File: config.mk
export PLATFORM = sky130hd
export DESIGN_NAME = oscctl_regs
export DESIGN_NICKNAME = d
export VERILOG_FILES = /design/src/hw/oscctl_pkg.sv /design/src/hw/oscctl_settle.sv /design/src/hw/oscctl_div2.sv /design/src/hw/oscctl_regs.sv
export SDC_FILE = /design/constraint.sdc
export NUM_CORES = 1
export LEC_CHECK = 0
export BUFFER_PORTS_ARGS = -buffer_cell sky130_fd_sc_hd__buf_4
export CAP_MARGIN = 20
export CORE_MARGIN = 4
export CORE_UTILIZATION = 40
export CTS_BUF_LIST = sky130_fd_sc_hd__clkbuf_16
export CTS_CLUSTER_SIZE = 25
export DETAILED_ROUTE_END_ITERATION = 8
export GPL_ROUTABILITY_DRIVEN = 0
export PLACE_DENSITY_LB_ADDON = 0.25
export SYNTH_ARGS = -nofsm -noshare
export SYNTH_HDL_FRONTEND = slang
export SYNTH_HIERARCHICAL = 1
export SYNTH_SLANG_ARGS = --single-unit
File: constraint.sdc
create_clock -name clk_in -period 2.3 [get_ports clk_in]
set_input_delay 0.46 -clock clk_in [delete_from_list [all_inputs] [get_ports clk_in]]
set_output_delay 0.46 -clock clk_in [all_outputs]
set_load 0.02 [all_outputs]
File: src/hw/oscctl_pkg.sv
// Purpose: constants shared by the oscillator control register block
// Assumes: AHB-Lite register access, 32-bit data, one register per word
// Notes: printed offsets are not multiples of four, so they are indices
//
// Operation
// - internal oscillator enable is bit 7 of the internal control register.
// - bit 6 of the internal control register reads 1 only at frequency.
// - the six low internal control bits read 001111 and are written so.
// - bit 7 of the trim register turns on dithering and resets to 0.
// - the low seven trim bits reset to a factory value for nominal speed.
// - a larger trim lowers the frequency, about one percent per step.
// - bit 7 of the external control register reads 1 when stable.
// - in either CMOS clock mode the stable flag always reads 0.
// - bits 6 to 4 select the external oscillator mode.
// - bit 3 of the external control register reads 0, written as 0.
// - the low three external bits hold the bias code, all values legal.
package oscctl_pkg;

   // ---------------------------------------------------------------
   // register indices, byte address is four times the index
   // ---------------------------------------------------------------
   localparam logic [7:0] OSCCTL_IDX_EXT = 8'hb1;
   localparam logic [7:0] OSCCTL_IDX_INT = 8'hb2;
   localparam logic [7:0] OSCCTL_IDX_TRIM = 8'hb3;
   localparam logic [7:0] OSCCTL_IDX_IRQ_STAT = 8'hb4;
   localparam logic [7:0] OSCCTL_IDX_IRQ_MASK = 8'hb5;

   // ---------------------------------------------------------------
   // field positions and reset values
   // ---------------------------------------------------------------
   localparam int OSCCTL_INT_ON_BIT = 7;
   localparam int OSCCTL_INT_OK_BIT = 6;
   localparam logic [5:0] OSCCTL_INT_RSVD = 6'h0f;
   localparam int OSCCTL_DITHER_BIT = 7;
   localparam logic [6:0] OSCCTL_TRIM_FACTORY = 7'h40;
   localparam int OSCCTL_EXT_STABLE_BIT = 7;
   localparam int OSCCTL_KIND_LSB = 4;
   localparam int OSCCTL_BIAS_LSB = 0;

   // interrupt status bits
   localparam int OSCCTL_IRQ_INT_OK = 0;
   localparam int OSCCTL_IRQ_EXT_OK = 1;
   localparam int OSCCTL_IRQ_W = 2;

   // ---------------------------------------------------------------
   // external oscillator modes
   // ---------------------------------------------------------------
   localparam logic [2:0] OSCCTL_KIND_OFF0 = 3'h0;
   localparam logic [2:0] OSCCTL_KIND_OFF1 = 3'h1;
   localparam logic [2:0] OSCCTL_KIND_CMOS = 3'h2;
   localparam logic [2:0] OSCCTL_KIND_CMOS_DIV2 = 3'h3;
   localparam logic [2:0] OSCCTL_KIND_RC = 3'h4;
   localparam logic [2:0] OSCCTL_KIND_CAP = 3'h5;
   localparam logic [2:0] OSCCTL_KIND_XTAL = 3'h6;
   localparam logic [2:0] OSCCTL_KIND_XTAL_DIV2 = 3'h7;

   // ---------------------------------------------------------------
   // ahb encodings
   // ---------------------------------------------------------------
   localparam logic [1:0] OSCCTL_HTRANS_NONSEQ = 2'h2;
   localparam logic [2:0] OSCCTL_HSIZE_WORD = 3'h2;

   // settle counts in system clocks after the analog side reports ready
   localparam int OSCCTL_SETTLE_W = 4;
   localparam logic [3:0] OSCCTL_SETTLE_CYC = 4'h8;

endpackage

File: src/hw/oscctl_settle.sv
// Purpose: filter an analog ready level into a stable flag
// Assumes: raw ready is synchronous to clk_in
// Notes: flag drops on the next clk_in edge when raw ready or enable goes away
`timescale 1ns/1ps
module oscctl_settle
(
   // clock and reset
   input wire logic clk_in,
   input wire logic rst_n_in,
   // level in
   input wire logic enable_in,
   input wire logic raw_ok_in,
   // level out
   output logic ok_out
);

   logic [oscctl_pkg::OSCCTL_SETTLE_W-1:0] count;
   logic [oscctl_pkg::OSCCTL_SETTLE_W-1:0] next_count;
   logic ok;
   logic next_ok;

   // ---------------------------------------------------------------
   // settle counter
   // ---------------------------------------------------------------
   always_comb
   begin
      next_count = count;
      next_ok = 1'b0;
      if (!(enable_in && raw_ok_in))
      begin
         next_count = '0;
      end
      else if (count == oscctl_pkg::OSCCTL_SETTLE_CYC)
      begin
         next_ok = 1'b1;
      end
      else
      begin
         next_count = count + 1'b1;
      end
   end

   always_ff @(posedge clk_in or negedge rst_n_in)
   begin
      if (!rst_n_in)
      begin
         count <= '0;
         ok <= 1'b0;
      end
      else
      begin
         count <= next_count;
         ok <= next_ok;
      end
   end

   assign ok_out = ok;

endmodule

File: src/hw/oscctl_div2.sv
// Purpose: optional divide-by-2 of the external clock level
// Assumes: ext clock level sampled synchronously, well below clk_in
// Notes: toggles on each rising edge of the sampled input
`timescale 1ns/1ps
module oscctl_div2
(
   // clock and reset
   input wire logic clk_in,
   input wire logic rst_n_in,
   // control and clock level in
   input wire logic enable_in,
   input wire logic div2_in,
   input wire logic ext_clk_in,
   // clock level out
   output logic clk_out
);

   logic prev;
   logic next_prev;
   logic half;
   logic next_half;
   logic out;
   logic next_out;

   // ---------------------------------------------------------------
   // divider
   // ---------------------------------------------------------------
   always_comb
   begin
      next_prev = ext_clk_in;
      next_half = half;
      if (!enable_in)
      begin
         next_half = 1'b0;
      end
      else if (ext_clk_in && !prev)
      begin
         next_half = !half;
      end
      next_out = 1'b0;
      if (enable_in)
      begin
         next_out = div2_in ? half : ext_clk_in;
      end
   end

   always_ff @(posedge clk_in or negedge rst_n_in)
   begin
      if (!rst_n_in)
      begin
         prev <= 1'b0;
         half <= 1'b0;
         out <= 1'b0;
      end
      else
      begin
         prev <= next_prev;
         half <= next_half;
         out <= next_out;
      end
   end

   assign clk_out = out;

endmodule

File: src/hw/oscctl_regs.sv
// Purpose: oscillator control and status registers on AHB-Lite
// Assumes: single word transfers, one clock domain at 40 MHz
// Notes: zero wait states, response always OKAY, unmapped reads zero
//
// The AHB-Lite register port was left to the implementer.
`timescale 1ns/1ps
module oscctl_regs
(
   // clock and reset
   input wire logic clk_in,
   input wire logic rst_n_in,
   // ahb-lite slave
   input wire logic hsel_in,
   input wire logic [31:0] haddr_in,
   input wire logic [1:0] htrans_in,
   input wire logic hwrite_in,
   input wire logic [2:0] hsize_in,
   input wire logic [31:0] hwdata_in,
   input wire logic hready_in,
   output logic [31:0] hrdata_out,
   output logic hreadyout_out,
   output logic hresp_out,
   // analog status
   input wire logic int_osc_ready_in,
   input wire logic ext_osc_ready_in,
   input wire logic ext_clk_in,
   // analog controls
   output logic int_osc_on_out,
   output logic dither_on_out,
   output logic [6:0] int_osc_trim_out,
   output logic [2:0] ext_osc_kind_out,
   output logic [2:0] ext_osc_bias_out,
   output logic ext_clk_out,
   // interrupt
   output logic irq_out
);

   // ---------------------------------------------------------------
   // state
   // ---------------------------------------------------------------
   logic int_osc_on;
   logic next_int_osc_on;
   logic dither_on;
   logic next_dither_on;
   logic [6:0] int_osc_trim;
   logic [6:0] next_int_osc_trim;
   logic [2:0] ext_osc_kind;
   logic [2:0] next_ext_osc_kind;
   logic [2:0] ext_osc_bias;
   logic [2:0] next_ext_osc_bias;
   logic [oscctl_pkg::OSCCTL_IRQ_W-1:0] irq_stat;
   logic [oscctl_pkg::OSCCTL_IRQ_W-1:0] next_irq_stat;
   logic [oscctl_pkg::OSCCTL_IRQ_W-1:0] irq_mask;
   logic [oscctl_pkg::OSCCTL_IRQ_W-1:0] next_irq_mask;
   logic irq;
   logic next_irq;
   logic [31:0] rdata;
   logic [31:0] next_rdata;

   // pending write from the address phase
   logic wr_pend;
   logic next_wr_pend;
   logic [7:0] wr_idx;
   logic [7:0] next_wr_idx;

   logic int_ok;
   logic ext_ok;
   logic int_ok_d;
   logic ext_ok_d;
   logic ext_clk_div;
   logic ext_running;
   logic ext_is_cmos;
   logic ext_div2;

   logic addr_ok;
   logic [7:0] addr_idx;
   logic [7:0] rd_byte;
   logic [oscctl_pkg::OSCCTL_IRQ_W-1:0] rise;

   // ---------------------------------------------------------------
   // helpers
   // ---------------------------------------------------------------
   function automatic logic is_cmos(input logic [2:0] kind);
      is_cmos = (kind == oscctl_pkg::OSCCTL_KIND_CMOS) ||
                (kind == oscctl_pkg::OSCCTL_KIND_CMOS_DIV2);
   endfunction

   function automatic logic is_off(input logic [2:0] kind);
      is_off = (kind == oscctl_pkg::OSCCTL_KIND_OFF0) ||
               (kind == oscctl_pkg::OSCCTL_KIND_OFF1);
   endfunction

   // external modes: 00x off, 010/011 cmos, 100 rc, 101 cap, 11x xtal
   assign ext_is_cmos = is_cmos(ext_osc_kind);
   assign ext_running = !is_off(ext_osc_kind);
   assign ext_div2 = (ext_osc_kind == oscctl_pkg::OSCCTL_KIND_CMOS_DIV2) ||
                     (ext_osc_kind == oscctl_pkg::OSCCTL_KIND_XTAL_DIV2);

   // ---------------------------------------------------------------
   // status filters and external clock path
   // ---------------------------------------------------------------
   oscctl_settle u_int_settle
   (
      .clk_in(clk_in),
      .rst_n_in(rst_n_in),
      .enable_in(int_osc_on),
      .raw_ok_in(int_osc_ready_in),
      .ok_out(int_ok)
   );

   // cmos modes have no detector, so the filter is held off there
   oscctl_settle u_ext_settle
   (
      .clk_in(clk_in),
      .rst_n_in(rst_n_in),
      .enable_in(ext_running && !ext_is_cmos),
      .raw_ok_in(ext_osc_ready_in),
      .ok_out(ext_ok)
   );

   oscctl_div2 u_div2
   (
      .clk_in(clk_in),
      .rst_n_in(rst_n_in),
      .enable_in(ext_running && ext_osc_kind != oscctl_pkg::OSCCTL_KIND_RC &&
                 ext_osc_kind != oscctl_pkg::OSCCTL_KIND_CAP),
      .div2_in(ext_div2),
      .ext_clk_in(ext_clk_in),
      .clk_out(ext_clk_div)
   );

   // ---------------------------------------------------------------
   // bus decode
   // ---------------------------------------------------------------
   assign addr_idx = haddr_in[9:2];
   assign addr_ok = hsel_in && hready_in &&
                    htrans_in == oscctl_pkg::OSCCTL_HTRANS_NONSEQ;

   always_comb
   begin
      rd_byte = 8'h00;
      unique case (addr_idx)
         oscctl_pkg::OSCCTL_IDX_EXT:
         begin
            rd_byte = {ext_ok && !ext_is_cmos, ext_osc_kind, 1'b0,
                       ext_osc_bias};
         end
         oscctl_pkg::OSCCTL_IDX_INT:
         begin
            rd_byte = {int_osc_on, int_ok && int_osc_on,
                       oscctl_pkg::OSCCTL_INT_RSVD};
         end
         oscctl_pkg::OSCCTL_IDX_TRIM:
         begin
            rd_byte = {dither_on, int_osc_trim};
         end
         oscctl_pkg::OSCCTL_IDX_IRQ_STAT:
         begin
            rd_byte = {6'h00, irq_stat};
         end
         oscctl_pkg::OSCCTL_IDX_IRQ_MASK:
         begin
            rd_byte = {6'h00, irq_mask};
         end
         default:
         begin
            rd_byte = 8'h00;
         end
      endcase
   end

   // ---------------------------------------------------------------
   // register next values
   // ---------------------------------------------------------------
   assign rise = {ext_ok && !ext_ok_d, int_ok && !int_ok_d};

   always_comb
   begin
      next_int_osc_on = int_osc_on;
      next_dither_on = dither_on;
      next_int_osc_trim = int_osc_trim;
      next_ext_osc_kind = ext_osc_kind;
      next_ext_osc_bias = ext_osc_bias;
      next_irq_mask = irq_mask;
      next_irq_stat = irq_stat;
      next_rdata = rdata;
      next_wr_pend = addr_ok && hwrite_in;
      next_wr_idx = addr_ok ? addr_idx : wr_idx;
      if (addr_ok && !hwrite_in)
      begin
         next_rdata = {24'h000000, rd_byte};
         // read of status clears it
         if (addr_idx == oscctl_pkg::OSCCTL_IDX_IRQ_STAT)
         begin
            next_irq_stat = '0;
         end
      end
      if (wr_pend)
      begin
         unique case (wr_idx)
            oscctl_pkg::OSCCTL_IDX_EXT:
            begin
               // stable flag and bit 3 ignore writes
               next_ext_osc_kind = hwdata_in[6:4];
               next_ext_osc_bias = hwdata_in[2:0];
            end
            oscctl_pkg::OSCCTL_IDX_INT:
            begin
               // reserved low bits are fixed, not stored
               next_int_osc_on = hwdata_in[7];
            end
            oscctl_pkg::OSCCTL_IDX_TRIM:
            begin
               next_dither_on = hwdata_in[7];
               // larger code slows the oscillator, decoded in analog
               next_int_osc_trim = hwdata_in[6:0];
            end
            oscctl_pkg::OSCCTL_IDX_IRQ_MASK:
            begin
               next_irq_mask = hwdata_in[oscctl_pkg::OSCCTL_IRQ_W-1:0];
            end
            default:
            begin
            end
         endcase
      end
      // new events win over a clearing read
      next_irq_stat = next_irq_stat | rise;
      next_irq = |(next_irq_stat & next_irq_mask);
   end

   // ---------------------------------------------------------------
   // registers
   // ---------------------------------------------------------------
   always_ff @(posedge clk_in or negedge rst_n_in)
   begin
      if (!rst_n_in)
      begin
         int_osc_on <= 1'b0;
         dither_on <= 1'b0;
         int_osc_trim <= oscctl_pkg::OSCCTL_TRIM_FACTORY;
         ext_osc_kind <= oscctl_pkg::OSCCTL_KIND_OFF0;
         ext_osc_bias <= 3'h0;
         irq_stat <= '0;
         irq_mask <= '0;
         irq <= 1'b0;
         rdata <= 32'h00000000;
         wr_pend <= 1'b0;
         wr_idx <= 8'h00;
         int_ok_d <= 1'b0;
         ext_ok_d <= 1'b0;
      end
      else
      begin
         int_osc_on <= next_int_osc_on;
         dither_on <= next_dither_on;
         int_osc_trim <= next_int_osc_trim;
         ext_osc_kind <= next_ext_osc_kind;
         ext_osc_bias <= next_ext_osc_bias;
         irq_stat <= next_irq_stat;
         irq_mask <= next_irq_mask;
         irq <= next_irq;
         rdata <= next_rdata;
         wr_pend <= next_wr_pend;
         wr_idx <= next_wr_idx;
         int_ok_d <= int_ok;
         ext_ok_d <= ext_ok && !ext_is_cmos;
      end
   end

   // ---------------------------------------------------------------
   // outputs
   // ---------------------------------------------------------------
   assign hrdata_out = rdata;
   assign hreadyout_out = 1'b1;
   assign hresp_out = 1'b0;
   assign int_osc_on_out = int_osc_on;
   assign dither_on_out = dither_on;
   assign int_osc_trim_out = int_osc_trim;
   assign ext_osc_kind_out = ext_osc_kind;
   assign ext_osc_bias_out = ext_osc_bias;
   assign ext_clk_out = ext_clk_div;
   assign irq_out = irq;

endmodule

; Word-level counts from Yosys, hierarchy flattened
; Index checks and enable logic that the tools add are counted.
[op_classes]
add_sub_neg = 2
n_eq_ne = 21
n_mux = 17
bitwise = 2
reduce_logical = 29
[ops]
columns = op, count
row1 = $eq A8 B8 Y1 const B, 9
row2 = $pmux W8 S5, 1
row3 = $mux W4, 4
row4 = $logic_and A1 B1 Y1, 14
row5 = $add A4 B1 Y4 const B, 2
row6 = $eq A4 B4 Y1 const B, 2
row7 = $mux W1, 8
row8 = $mux W2, 4
row9 = $logic_not A1 Y1, 7
row10 = $eq A3 B2 Y1 const B, 2
row11 = $ne A2 B2 Y1 const B, 3
row12 = $ne A3 B3 Y1 const B, 2
row13 = $reduce_and A2 Y1, 3
row14 = $eq A3 B1 Y1 const B, 1
row15 = $eq A3 B3 Y1 const B, 1
row16 = $logic_not A3 Y1, 1
row17 = $logic_or A1 B1 Y1, 3
row18 = $and A2 B2 Y2, 1
row19 = $eq A2 B2 Y1 const B, 1
row20 = $or A2 B2 Y2, 1
row21 = $reduce_or A2 Y1, 1
[totals]
reg_bits = 52
inputBits = 77
out_inout_bits = 51
word_cells = 91

; Longest topological paths before layout
[depth]
word_depth = 7
depth_mapped = 6
depth_no_buf = 5

; By module
; Netlist, hierarchy kept.
[by_module_without_submodules]
columns = mod, n_inst, cells_each, area_per_inst_um2, seq_area_each_um2
row1 = oscctl_regs, 1, 168, 1969.4, 977.2
row2 = oscctl_settle at u_int_settle, 1, 23, 251.5, 125.1
row3 = oscctl_settle at u_ext_settle, 1, 22, 247.7, 125.1
row4 = oscctl_div2, 1, 9, 117.6, 75.1

; Least setup slack after synthesis
; OpenSTA, ideal clock, no wires.
[synth_timing]
path_kind = flip-flop to flip-flop
from = register wr_idx[6]
to = register ext_osc_bias[0] (netlist: ext_osc_bias_out[0])
setup_ns = 0.125
t_arrival_ns = 1.463
required_ns = 2.175
path_slack_ns = 0.712
stages_incl_launch_ff = 6
n_path_buf = 1
period_less_slack_ns = 1.588
path_cell_list = dfrtp_1 -> nand4bb_1 -> nor3_1 -> and3b_1 -> buf_2 -> mux2_2
[synth_between]
elab_chain_cells = 2
[synth_rtl]
columns = element, line
row1 = start: declaration, oscctl_regs.sv:63  ; logic [7:0] wr_idx;
row2 = start signal: assignment, oscctl_regs.sv:265  ; wr_idx <= next_wr_idx;
row3 = $eq A8 B8 Y1, oscctl_regs.sv:200  ; unique case (wr_idx)
row4 = $reduce_and A2 Y1 (no source line), --
row5 = end signal: assignment, oscctl_regs.sv:259  ; ext_osc_bias <= next_ext_osc_bias;
row6 = end: declaration, oscctl_regs.sv:49  ; logic [2:0] ext_osc_bias;
; Every way passes these cells.
; A chain may end at the register's enable or synchronous reset.

; Worst setup path in the final report
[layout_timing]
from = register wr_idx[3]
to = register ext_osc_bias[1] (netlist: ext_osc_bias_out[1])
; Same word-level chain as after synthesis.

==> impl_metrics.json <==
{
  "numPortBuffers": 50,
  "cts_hold_buffers": 0,
  "clockPowerShare_pct": 36.8,
  "worst_setup_path_start_kind": "flop",
  "startpoint": "wr_idx[3]$_DFFE_PN0N_",
  "synth_area_per_cell_sq_um": 11.6,
  "p_sw_w": 0.000468,
  "grt_pass1_vias": 1634,
  "synthFlopType": "dfrtp_1",
  "async_flop_share_pct": 100,
  "area_growth_pct": 18.4,
  "cts_resized": 0,
  "setup_viol_count_final": 0,
  "powerDensity_nw_per_um2": 626,
  "rr_endpoint": "ext_osc_bias_out[1]$_DFFE_PN0P_",
  "skew_ns": 0.00687,
  "period_share_pct": 82.7,
  "hold_class": "input pin to asynchronous set/reset pin",
  "synth_area_leaders": "dfrtp_1, mux2_2, buf_4",
  "nets": 350,
  "synth_enable_flop_cells": 0,
  "cts.path.max_buffers": 2,
  "maxSlewHeadroom_pct": 55.9,
  "drt_iter0_drc": 75,
  "cts.sinks": 52,
  "fp.dieW_um": 88.4,
  "p_seq_share_pct": 51.7,
  "grt_pass1_wl_um": 8070,
  "cp-end-kind": "flop",
  "vias_per_cell": 4.89,
  "drv_slew": 0,
  "synth-seq-area-share_pct": 50.4,
  "critical_path_required_ns": 2.47,
  "endpoint": "ext_osc_bias_out[1]$_DFFE_PN0P_",
  "max_freq_mhz": 526,
  "dieArea_sq_um": 7820,
  "synth_top_cell_by_area": "dfrtp_1",
  "worstSetupPathType": "flop to flop",
  "core_area_sq_um": 6310,
  "r2r-start": "wr_idx[3]$_DFFE_PN0N_",
  "ff2ff_setup_slack_ns": 0.40,
  "placedInstanceArea_sq_um": 2920,
  "drt-total-wl_um": 5070,
  "worstRegToRegCells": 4,
  "cp_data_arrival_time_ns": 2.07,
  "cts_setup_buffers": 0,
  "grt_max_degree": 53,
  "clk_latency_ns": 0.29,
  "status": "finished clean",
  "drt-pass1-iter-count": 4,
  "vias": 1697,
  "numCtsBuffers": 5,
  "syn_inst": 222,
  "grt_overflow": 0,
  "cap_violations": 0,
  "antenna_cells": 0,
  "synth_top_area_share_pct": 49.3,
  "synth_commonest_cells": "dfrtp_1, mux2_2, buf_4",
  "finalHoldViolations": 0,
  "cts_tree": "yes",
  "die_h_um": 88.4,
  "tightest_slew_ns": 0.662,
  "wl_per_cell_um": 14.6,
  "cts.clk_slew.worst_paths_ns": 0.07,
  "yosysMostFrequentCell": "dfrtp_1",
  "rsz0062_at_grt": "no",
  "drcViolationCount": 0,
  "ys_seq_elements": 52,
  "cts-root-buf": "clkbuf_16",
  "drive_gt1_share_pct": 34.1,
  "antenna_found_initial": 0,
  "synth.cell_area_sq_um": 2590,
  "intPower_w": 0.00145,
  "grt_usage_pct": 13.5,
  "combinationalPowerShare_pct": 11.5,
  "tns_ns": 0,
  "synth.distinct_cells": 39,
  "stdcell_area_sq_um": 3060,
  "fin_crit_ns": 1.90,
  "synth_warnings": 6,
  "switching_share_pct": 24.4,
  "htree_levels": 2,
  "floorplan.initialDensity_pct": 41.0,
  "leakagePower_nw": 1.48,
  "num_io_pins": 128,
  "ant_nets": 0,
  "place_hpwl_um": 3690,
  "crit_fanout": 6,
  "rows": 29,
  "vdd_drop_max_mv": 0.397
}
==> power by group through the flow <==
| stage | clock (W) | combinational, W | sequential (W) |
|---|---|---|---|
| global route | 0.000765 | 0.000246 | 0.000998 |
| detailed placement | 0 | 0.000223 | 0.00101 |
| CTS | 0.000725 | 0.000223 | 0.000992 |
| floorplan | 0 | 0.000155 | 0.00101 |
| finish | 0.000705 | 0.000220 | 0.000992 |
| global placement | 0 | 0.000219 | 0.00101 |
==> flip-flops by register name, summed over array words and instances, names as in the netlist, 2 cells and up <==
name	flops
ext_osc_bias_out	3
ext_osc_kind_out	3
hrdata_out	8
int_osc_trim_out	7
irq_mask	2
irq_stat	2
u_ext_settle/count	4
u_int_settle/count	4
wr_idx	8
==> metal layers <==
metal / track usage (%) / vias to the layer above / routed length, um
li1: - / 811 / -
met1: 18.4 / 825 / 2230
met2: 21.1 / 55 / 2360
met3: 3.26 / 6 / 399
met4: 4.67 / 0 / 80
met5: 0 / - / 0
==> cell usage in the layout, fill, tap and decap left out, drive strengths merged, types with 3 or more instances in the layout <==
cell type | Yosys | layout
nand3b | 7 | 7
nand3 | 4 | 4
buf | 28 | 51
a32o | 3 | 3
a22o | 3 | 3
mux2i | 5 | 5
a21oi | 6 | 6
ha | 4 | 4
nand2b | 4 | 4
inv | 10 | 12
nor3 | 3 | 3
nand4b | 3 | 3
nand2 | 11 | 11
o21ai | 4 | 4
clkbuf | 7 | 5
conb | 2 | 26
dfrtp | 51 | 51
nor2 | 13 | 13
nor2b | 5 | 5
mux2 | 29 | 29
==> through the flow <==
| stage | worst slack, ns | std cells | total power [W] | util (%) | hold slack (ns) |
|---|---|---|---|---|---|
| after CTS | 0.384 | 347 | 0.00194 | 48.5 | 0.229 |
| after global placement | 0.434 | 339 | 0.00123 | 46.3 | 0.394 |
| after detailed placement | 0.390 | 339 | 0.00123 | 46.3 | 0.403 |
| final | 0.399 | 347 | 0.00192 | 48.5 | 0.185 |
| after global routing | 0.326 | 347 | 0.00201 | 48.5 | 0.254 |
| after floorplan | 0.712 | 246 | 0.00117 | - | 0.164 |
==> worst min-delay path by stage <==
stage / end / slack, ns / from
6_report: wr_idx[2]$_DFFE_PN0N_ / 0.18 / rst_n_in
5_1_grt: wr_idx[4]$_DFFE_PN0N_ / 0.25 / rst_n_in
4_1_cts: wr_idx[4]$_DFFE_PN0N_ / 0.23 / rst_n_in
3_5_place_dp: int_ok_d$_DFF_PN0_ / 0.40 / u_int_settle/ok_out$_DFF_PN0_
3_3_place_gp: int_ok_d$_DFF_PN0_ / 0.39 / u_int_settle/ok_out$_DFF_PN0_
2_1_floorplan: dither_on_out$_DFFE_PN0P_ / 0.16 / rst_n_in
==> worst max-delay path, stage by stage, from the launching register on <==
cell and delay [ns]:
dfrtp_1 0.38, nand4bb_1 0.22, nor3_1 0.35, and3b_1 0.45
mux2_2 0.38
==> logic make-up (layout without fill, tap and decap cells) <==
| kind of cell | count (synthesis) | count (layout) | share of synthesized area [%] |
|---|---|---|---|
| fa+ha+maj | 4 | 4 | 1.94 |
| simple gates | 57 | 57 | 14.5 |
| other cells | 2 | 26 | 0.290 |
| xor+xnor | 4 | 4 | 1.35 |
| compound gates | 24 | 24 | 6.63 |
| buf+inv | 45 | 69 | 10.4 |
| flops | 52 | 52 | 50.4 |
| mux | 34 | 34 | 14.6 |
==> area by class of cell <==
cell class	count	area, sq um
fill	601	3250
sequential	52	1300
multi-input combinational	149	1100
timing repair buffer	51	383
clock buffer	5	125
tap	77	96.3
inverter	10	37.5
clock inverter	3	12.5
Power figures use the tool's default switching activity.
